--- src/logic/can_buf_pkg.sv ---
// shared constants for the message buffer word 2 / word 3 register block
// assumes one 50 MHz core clock and a plain single-cycle register port
package can_buf_pkg;

  // ****************************************
  // register map (word index on the port)
  // ****************************************
  localparam int ADDR_W = 4;
  localparam int DATA_W = 16;
  localparam logic [3:0] OFS_WORD2 = 4'h0;
  localparam logic [3:0] OFS_WORD3 = 4'h1;
  localparam logic [3:0] OFS_CTRL = 4'h2;
  localparam logic [3:0] OFS_STATUS = 4'h3;

  // ****************************************
  // word 2 field layout
  // ****************************************
  localparam int EID_LSB = 10;
  localparam int EID_MSB = 15;
  localparam int RTR_BIT = 9;
  localparam int RSV_UPPER_BIT = 8;
  localparam int UNUSED_MSB = 7;
  localparam int UNUSED_LSB = 5;
  localparam int RSV_LOWER_BIT = 4;
  localparam int DLC_MSB = 3;
  localparam int DLC_LSB = 0;
  localparam logic [15:0] WORD2_WR_MASK = 16'hff1f;

  // ****************************************
  // word 3 byte lanes
  // ****************************************
  localparam int BYTE1_LSB = 8;
  localparam int BYTE0_LSB = 0;

  // ****************************************
  // control and status bit positions
  // ****************************************
  localparam int CTRL_IDE_BIT = 0;
  localparam int STAT_REMOTE_BIT = 0;
  localparam int STAT_RX_NEW_BIT = 1;
  localparam int STAT_RSV_ERR_BIT = 2;
  localparam int STAT_LEN_LSB = 4;

  // ****************************************
  // values after reset and limits
  // ****************************************
  localparam logic [15:0] WORD_RESET = 16'h0000;
  localparam logic CTRL_IDE_RESET = 1'b0;
  localparam logic [3:0] MAX_DATA_BYTES = 4'h8;

endpackage

--- src/logic/can_msg_buffer_word_layout.sv ---
// message buffer words 2 and 3: software port, receive load, transmit fields
// assumes rx_* inputs come from the protocol engine on core_clk
//
// Design decisions made here: the register offsets and strobed register access.
`timescale 1ns/1ps

// What this block does
// - the remote request flag is taken from bit 9 of buffer word 2.
// - on an extended frame a remote flag of 1 makes a remote request and 0 a data frame.
// - on a standard frame the remote flag in word 2 is ignored.
// - bits 3 to 0 of word 2 are the data length code of the message.
// - word 3 holds data byte 1 in bits 15 to 8 and data byte 0 in bits 7 to 0.
module can_msg_buffer_word_layout
  import can_buf_pkg::*;
(
  input wire logic core_clk,
  input wire logic rst,
  input wire logic [3:0] reg_addr,
  input wire logic [15:0] reg_wdata,
  input wire logic reg_wr,
  input wire logic reg_rd,
  output logic [15:0] reg_rdata,
  input wire logic rx_load,
  input wire logic rx_ide,
  input wire logic [5:0] rx_extended_id_low_bits,
  input wire logic rx_rtr,
  input wire logic [3:0] rx_dlc,
  input wire logic [7:0] rx_byte0,
  input wire logic [7:0] rx_byte1,
  output logic tx_ide,
  output logic [5:0] tx_extended_id_low_bits,
  output logic tx_remote_req,
  output logic [3:0] tx_dlc,
  output logic [3:0] tx_data_len,
  output logic [7:0] tx_byte0,
  output logic [7:0] tx_byte1,
  output logic tx_rsv_err
);

  // ****************************************
  // storage and decode
  // ****************************************
  logic [15:0] word2_ff;
  logic [15:0] word3_ff;
  logic ide_ff;
  logic rx_new_ff;
  logic past_valid_ff;
  logic [15:0] nxt_rdata;
  logic [15:0] rx_word2;
  logic [15:0] rx_word3;
  logic [15:0] status_word;
  logic wr_word2;
  logic wr_word3;
  logic wr_ctrl;
  logic wr_status;
  logic [5:0] dec_eid;
  logic dec_rtr_raw;
  logic dec_remote;
  logic dec_rsv;
  logic [3:0] dec_dlc;
  logic [3:0] dec_len;
  logic [7:0] dec_byte0;
  logic [7:0] dec_byte1;

  can_word2_fields u_word2 (
    .word(word2_ff),
    .ide(ide_ff),
    .extended_id_low_bits(dec_eid),
    .rtr_raw(dec_rtr_raw),
    .remote_req(dec_remote),
    .rsv_nonzero(dec_rsv),
    .dlc(dec_dlc),
    .data_len(dec_len)
  );

  can_word3_bytes u_word3 (
    .word(word3_ff),
    .in_byte0(rx_byte0),
    .in_byte1(rx_byte1),
    .byte0(dec_byte0),
    .byte1(dec_byte1),
    .packed_word(rx_word3)
  );

  // ****************************************
  // write decode
  // ****************************************
  // strobes are one cycle, so each write lands once, unless an rx_load in the same cycle overrides it
  always_comb begin
    wr_word2 = reg_wr && (reg_addr == OFS_WORD2);
    wr_word3 = reg_wr && (reg_addr == OFS_WORD3);
    wr_ctrl = reg_wr && (reg_addr == OFS_CTRL);
    wr_status = reg_wr && (reg_addr == OFS_STATUS);
  end

  // received frame packed into word 2; reserved and unused bits forced low
  always_comb begin
    rx_word2 = WORD_RESET;
    rx_word2[EID_MSB:EID_LSB] = rx_extended_id_low_bits;
    rx_word2[RTR_BIT] = rx_rtr;
    rx_word2[DLC_MSB:DLC_LSB] = rx_dlc;
  end

  // ****************************************
  // buffer word 2
  // ****************************************
  // a received frame wins over a software write in the same cycle,
  // losing a frame is worse than losing a racing store
  always_ff @(posedge core_clk) begin
    if (rst) begin
      word2_ff <= WORD_RESET;
    end else if (rx_load) begin
      word2_ff <= rx_word2;
    end else if (wr_word2) begin
      word2_ff <= reg_wdata & WORD2_WR_MASK;
    end
  end

  // ****************************************
  // buffer word 3
  // ****************************************
  always_ff @(posedge core_clk) begin
    if (rst) begin
      word3_ff <= WORD_RESET;
    end else if (rx_load) begin
      word3_ff <= rx_word3;
    end else if (wr_word3) begin
      word3_ff <= reg_wdata;
    end
  end

  // ****************************************
  // frame format flag
  // ****************************************
  // the extension flag lives in word 1, outside this block, so it is held here
  always_ff @(posedge core_clk) begin
    if (rst) begin
      ide_ff <= CTRL_IDE_RESET;
    end else if (rx_load) begin
      ide_ff <= rx_ide;
    end else if (wr_ctrl) begin
      ide_ff <= reg_wdata[CTRL_IDE_BIT];
    end
  end

  // ****************************************
  // new frame flag
  // ****************************************
  // write one to clear; a load in the same cycle keeps it set
  always_ff @(posedge core_clk) begin
    if (rst) begin
      rx_new_ff <= 1'b0;
    end else if (rx_load) begin
      rx_new_ff <= 1'b1;
    end else if (wr_status && reg_wdata[STAT_RX_NEW_BIT]) begin
      rx_new_ff <= 1'b0;
    end
  end

  // ****************************************
  // read path
  // ****************************************
  always_comb begin
    status_word = WORD_RESET;
    status_word[STAT_REMOTE_BIT] = dec_remote;
    status_word[STAT_RX_NEW_BIT] = rx_new_ff;
    status_word[STAT_RSV_ERR_BIT] = dec_rsv;
    status_word[STAT_LEN_LSB +: 4] = dec_len;
  end

  // unmapped addresses read zero; data only stands in the cycle after the strobe
  always_comb begin
    nxt_rdata = WORD_RESET;
    if (reg_rd) begin
      case (reg_addr)
        OFS_WORD2: begin
          nxt_rdata = word2_ff & WORD2_WR_MASK;
        end
        OFS_WORD3: begin
          nxt_rdata = word3_ff;
        end
        OFS_CTRL: begin
          nxt_rdata[CTRL_IDE_BIT] = ide_ff;
        end
        OFS_STATUS: begin
          nxt_rdata = status_word;
        end
        default: begin
          nxt_rdata = WORD_RESET;
        end
      endcase
    end
  end

  always_ff @(posedge core_clk) begin
    if (rst) begin
      reg_rdata <= WORD_RESET;
    end else begin
      reg_rdata <= nxt_rdata;
    end
  end

  // ****************************************
  // fields toward the protocol engine
  // ****************************************
  // registered so the engine sees one consistent snapshot per cycle
  always_ff @(posedge core_clk) begin
    if (rst) begin
      tx_ide <= CTRL_IDE_RESET;
      tx_extended_id_low_bits <= 6'h00;
      tx_remote_req <= 1'b0;
      tx_dlc <= 4'h0;
      tx_data_len <= 4'h0;
    end else begin
      tx_ide <= ide_ff;
      tx_extended_id_low_bits <= dec_eid;
      tx_remote_req <= dec_remote;
      tx_dlc <= dec_dlc;
      tx_data_len <= dec_len;
    end
  end

  always_ff @(posedge core_clk) begin
    if (rst) begin
      tx_byte0 <= 8'h00;
      tx_byte1 <= 8'h00;
    end else begin
      tx_byte0 <= dec_byte0;
      tx_byte1 <= dec_byte1;
    end
  end

  // nonzero reserved bits would put a malformed frame on the bus
  always_ff @(posedge core_clk) begin
    if (rst) begin
      tx_rsv_err <= 1'b0;
    end else begin
      tx_rsv_err <= dec_rsv;
    end
  end

  // ****************************************
  // checks
  // ****************************************
  always_ff @(posedge core_clk) begin
    if (rst) begin
      past_valid_ff <= 1'b0;
    end else begin
      past_valid_ff <= 1'b1;
    end
  end

  a_remote_from_bit9: assert property (
    @(posedge core_clk) disable iff (rst)
    (past_valid_ff && ide_ff && word2_ff[RTR_BIT]) |=> tx_remote_req
  ) else $error("remote request not taken from word 2 bit 9");

  a_extended_data_frame: assert property (
    @(posedge core_clk) disable iff (rst)
    (wr_word2 && !rx_load && reg_wdata[RTR_BIT] == 1'b0 && ide_ff && !wr_ctrl)
      |=> ##1 !tx_remote_req
  ) else $error("extended frame with flag 0 became a remote request");

  a_standard_ignores_rtr: assert property (
    @(posedge core_clk) disable iff (rst)
    (past_valid_ff && !ide_ff) |=> !tx_remote_req
  ) else $error("standard frame produced a remote request");

  a_dlc_field_path: assert property (
    @(posedge core_clk) disable iff (rst)
    (wr_word2 && !rx_load) |=> ##1 (tx_dlc == $past(reg_wdata[3:0], 2))
  ) else $error("data length code not taken from word 2 bits 3 to 0");

  a_byte_lanes_order: assert property (
    @(posedge core_clk) disable iff (rst)
    (wr_word3 && !rx_load) |=> ##1
      (tx_byte1 == $past(reg_wdata[15:8], 2) && tx_byte0 == $past(reg_wdata[7:0], 2))
  ) else $error("word 3 byte lanes swapped or stale");

  a_unused_read_zero: assert property (
    @(posedge core_clk) disable iff (rst)
    (reg_rd && reg_addr == OFS_WORD2) |=> (reg_rdata[7:5] == 3'h0)
  ) else $error("word 2 bits 7 to 5 did not read zero");

  a_eid_low_path: assert property (
    @(posedge core_clk) disable iff (rst)
    rx_load |=> ##1 (tx_extended_id_low_bits == $past(rx_extended_id_low_bits, 2))
  ) else $error("low extended id bits not carried from word 2 bits 15 to 10");

  // a raw remote flag on a standard frame must never reach the engine
  a_standard_raw_flag: assert property (
    @(posedge core_clk) disable iff (rst)
    (past_valid_ff && dec_rtr_raw && !ide_ff) |=> !tx_remote_req
  ) else $error("raw remote flag leaked on a standard frame");

  // software left a reserved bit set, so the engine must be warned
  a_rsv_flag_raise: assert property (
    @(posedge core_clk) disable iff (rst)
    (past_valid_ff && (word2_ff[RSV_UPPER_BIT] || word2_ff[RSV_LOWER_BIT])) |=> tx_rsv_err
  ) else $error("nonzero reserved bit in word 2 not flagged");

endmodule

--- src/logic/can_word2_fields.sv ---
// splits buffer word 2 into the fields the protocol engine uses
// assumes the caller registers the outputs; pure combinational
`timescale 1ns/1ps
module can_word2_fields
  import can_buf_pkg::*;
(
  input wire logic [15:0] word,
  input wire logic ide,
  output logic [5:0] extended_id_low_bits,
  output logic rtr_raw,
  output logic remote_req,
  output logic rsv_nonzero,
  output logic [3:0] dlc,
  output logic [3:0] data_len
);

  // ****************************************
  // field extraction
  // ****************************************
  // remote request only means something for extended frames
  always_comb begin
    extended_id_low_bits = word[EID_MSB:EID_LSB];
    rtr_raw = word[RTR_BIT];
    remote_req = ide & word[RTR_BIT];
    rsv_nonzero = word[RSV_UPPER_BIT] | word[RSV_LOWER_BIT];
    dlc = word[DLC_MSB:DLC_LSB];
    // codes above eight still carry eight data bytes
    data_len = (word[DLC_MSB:DLC_LSB] > MAX_DATA_BYTES) ? MAX_DATA_BYTES :
      word[DLC_MSB:DLC_LSB];
  end

endmodule

--- src/logic/can_word3_bytes.sv ---
// splits buffer word 3 into data bytes and packs received bytes back
// assumes byte 0 is the first byte on the wire
`timescale 1ns/1ps
module can_word3_bytes
  import can_buf_pkg::*;
(
  input wire logic [15:0] word,
  input wire logic [7:0] in_byte0,
  input wire logic [7:0] in_byte1,
  output logic [7:0] byte0,
  output logic [7:0] byte1,
  output logic [15:0] packed_word
);

  // ****************************************
  // byte lanes
  // ****************************************
  // byte 1 high, byte 0 low
  always_comb begin
    byte0 = word[BYTE0_LSB +: 8];
    byte1 = word[BYTE1_LSB +: 8];
    packed_word = {in_byte1, in_byte0};
  end

endmodule

--- config.mk ---
export PLATFORM = sky130hd
export DESIGN_NAME = can_msg_buffer_word_layout
export DESIGN_NICKNAME = d
export VERILOG_FILES = /design/src/logic/can_buf_pkg.sv /design/src/logic/can_msg_buffer_word_layout.sv /design/src/logic/can_word2_fields.sv /design/src/logic/can_word3_bytes.sv
export SDC_FILE = /design/constraint.sdc
export NUM_CORES = 1
export LEC_CHECK = 0
export BUFFER_PORTS_ARGS = -buffer_cell sky130_fd_sc_hd__clkbuf_2
export CORE_ASPECT_RATIO = 0.6
export CORE_UTILIZATION = 54
export DETAILED_ROUTE_END_ITERATION = 7
export PLACE_DENSITY_LB_ADDON = 0.2
export SETUP_SLACK_MARGIN = 0.15
export SLEW_MARGIN = 0
export SYNTH_ARGS = -nofsm -noshare
export SYNTH_HDL_FRONTEND = slang
export SYNTH_SLANG_ARGS = --single-unit
export TNS_END_PERCENT = 30
--- constraint.sdc ---
create_clock -name core_clk -period 1.7 [get_ports core_clk]
set_clock_uncertainty 0.1 [all_clocks]
set_input_delay 0 -clock core_clk [delete_from_list [all_inputs] [get_ports core_clk]]
set_output_delay 0 -clock core_clk [all_outputs]
set_load 0.005 [all_outputs]
==> metrics.csv <==
metric,value,unit
status,"complete, no violations",
Die H,62.14,um
switch share,27.45,%
Main synth FF type,dfxtp_1,
row cnt,21,
post-synth cell types,39,
max-cap violations,0,
CP Data Required Time,1.90,ns
Worst-Skew Late Latency,0.37,ns
Worst Setup Start Kind,flop,
initial core utilization,57.08,%
R2R Path Start,word2_ff[0]$_SDFFE_PP0P_,
Post-synth top cells,"dfxtp_1 (80), inv_1 (30), o21ai_1 (30)",
worst r2r path cells,3,
Avg Inst Size Synth,10.14,um^2
Synth Area in Compound Gates,27.57,%
first-pass GRT wire length,15.35,mm
Fin. Hold Viols,0,
Reg area,1602,um^2
CTS Sinks,80,
Worst-path clk slew,0.08,ns
fin crit period,1.624,ns
clock root cell,clkbuf_8,
Synth top area share,49.21,%
Leak,0.002004,uW
fillers,368,
# setup viols final,0,
Worst Min Path Start,rst,
Routability Congestion,0.8516,
Synth area leader,dfxtp_1,
NetSw,1117,uW
Syn Nets,374,
vias in the first global route,2964,
Gate power share,14.7,%
first element of the critical path,word2_ff[0]$_SDFFE_PP0P_,
setup ws final,0.07649,ns
DP HPWL,5.875,mm
placed insts,480,
clk buf depth,2,
Clock power frac,35.5,%
Die ar.,6351,um^2
RSZ-0062 raised after global routing,true,
CTS buffer count,9,
Post-Route WL,9.987,mm
Yosys reg bits,80,
post-synthesis mux area share,0.6920,%
multi-input gate area in the final layout,1391,um^2
"Async S/R FF share, synth",0,%
post-synthesis xor/xnor area fraction,0,%
Layout area overhead,41.48,%
crit path kind,reg2reg,
IO Port Bufs,101,
dpl ws,0.2784,ns
"Slew Viols, Final",0,
Cell Int Power,2951,uW
arrival time at the worst endpoint,1.82,ns
Tightest Pin Transition,0.3591,ns
Max-slew headroom,76.06,%
largest net degree at the start of global routing,63,
Design Power,4068,uW
mapped cell area,3254,um^2
post-synthesis cell count,321,
Post-CTS Setup Bufs,0,
die extent in x,102.2,um
top post-synthesis cells by area,"dfxtp_1 (49%), a221oi_2 (12%), a31oi_1 (5.2%)",
Finished Layout Cells,558,
WL/cell,17.90,um
H-Tree Depth,3,
# DRC,0,
fmax,615.9,MHz
largest family of logic cells by synthesized area,compound AO/OA/AOI/OAI gates,
GRT Util Overall,32.25,%
most numerous cell in the Yosys netlist,dfxtp_1,
routed vias,3242,
nets,526,
VDD IR max,0.5993,mV
grt total ovfl,0,
Worst Hold Path Cells,3,
post-synthesis simple-gate area fraction,13.99,%
crit-path max FO,5,
"EDFF count, synth",0,
Ports,102,
antenna violations before repair,0,
1st-iter DRT viols,452,
Seq pwr share,49.7,%
adder and majority gate portion of the synthesized area,0,%
"Seq/Total Area, Yosys",49.21,%
synth warn,0,
Setup TNS,0,ns
share of cells above drive strength 1,34.10,%
crit share post-route,95.50,%
Core Box Area,5702,um^2
CP endpoint kind,flop,
# diodes,0,
total iterations of the first detailed-routing run,6,
DR vias/cell,5.810,
Worst Hold Class,in2reg,
antenna violation net count after detailed routing,0,
cell area power density,883.6,nW/um^2
WHS,0.03331,ns
CTS tree,done,
-- area by class of cell --
cell class / count / area share [%]
clock buffer: 9 / 2.690
multi-input combinational: 183 / 30.22
timing repair buffer: 169 / 26.01
tap: 80 / 2.174
clock inverter: 7 / 1.685
inverter: 30 / 2.446
sequential: 80 / 34.78
-- through the flow --
step                      utilization, %  cell area [um^2]
after CTS                          80.40              4584
final                              80.75              4604
after global placement             66.16              3772
after detailed placement           66.16              3772
after floorplan                        -              3254
after global routing               80.75              4604
-- critical path, cell delays in order, from the launching register on --
cell and delay [ns]:
dfxtp_1 0.44, o21ai_1 0.13, a221oi_2 0.28, dlygate4sd3_1 0.61
-- power by group through the flow --
stage	clock network (uW)	logic (uW)	registers, uW
after detailed placement	0	444	2060
after CTS	1440	568	2020
after floorplan	0	285	2040
after global placement	0	434	2060
after global routing	1540	638	2030
final	1450	599	2020
-- path summary, 6_finish.rpt --
path	to	slack, ns
worst min-delay path	tx_dlc[3]$_SDFF_PP0_	0.03
worst max-delay path	word2_ff[0]$_SDFFE_PP0P_	0.08
worst max register to register	word2_ff[0]$_SDFFE_PP0P_	0.08
worst min register to register	tx_extended_id_low_bits[0]$_SDFF_PP0_	0.39
-- cells by family (layout without fill, tap and decap cells) --
family / after synthesis / after routing
muxes: 2 / 2
DFF: 80 / 80
and+or+nand+nor: 72 / 73
AOI/OAI and AO/OA: 108 / 108
buffers and inverters: 59 / 215
-- registers in the layout (all words and copies together) (netlist names) --
| name | flops |
|---|---|
| tx_ide | 1 |
| tx_byte0 | 8 |
| rx_new_ff | 1 |
| ide_ff | 1 |
| tx_byte1 | 8 |
| tx_dlc | 4 |
| word3_ff | 16 |
| tx_data_len | 4 |
| word2_ff | 13 |
| tx_remote_req | 1 |
| tx_extended_id_low_bits | 6 |
| reg_rdata | 16 |
| tx_rsv_err | 1 |
-- timing repair --
action / CTS / global route
gates resized for setup: 0 / 4
endpoints found under the hold margin: 38 / 0
hold buffers: 61 / 0
setup endpoints to repair: 0 / 17
-- layer usage --
layer	wire length, um	track usage, %	vias to the layer above
met3	1214	10.36	40
li1	-	-	1452
met4	269	13.39	0
met5	0	0	-
met2	4220	45.13	232
met1	4282	45.47	1518
-- placed cells by master (no fill, tap or decap), types with 2 or more instances in the layout --
master,synthesis,routed
clkbuf_2,1,100
dfxtp_1,80,80
dlygate4sd3_1,0,61
o21ai_1,30,30
inv_1,30,30
nor2b_1,27,27
a31oi_1,27,27
a221oi_2,27,27
nor2_1,20,20
a22oi_1,10,10
clkbuf_8,0,9
and2_1,4,4
a21oi_1,4,4
a32oi_1,4,4
buf_4,6,4
nand2_1,3,3
inv_6,0,3
nand3_1,2,2
or3b_4,1,2
a211oi_1,2,2
nand2b_1,2,2
mux2_2,2,2
o21ai_0,2,2
buf_12,0,2
No activity file was read; power rests on OpenSTA's default activity.
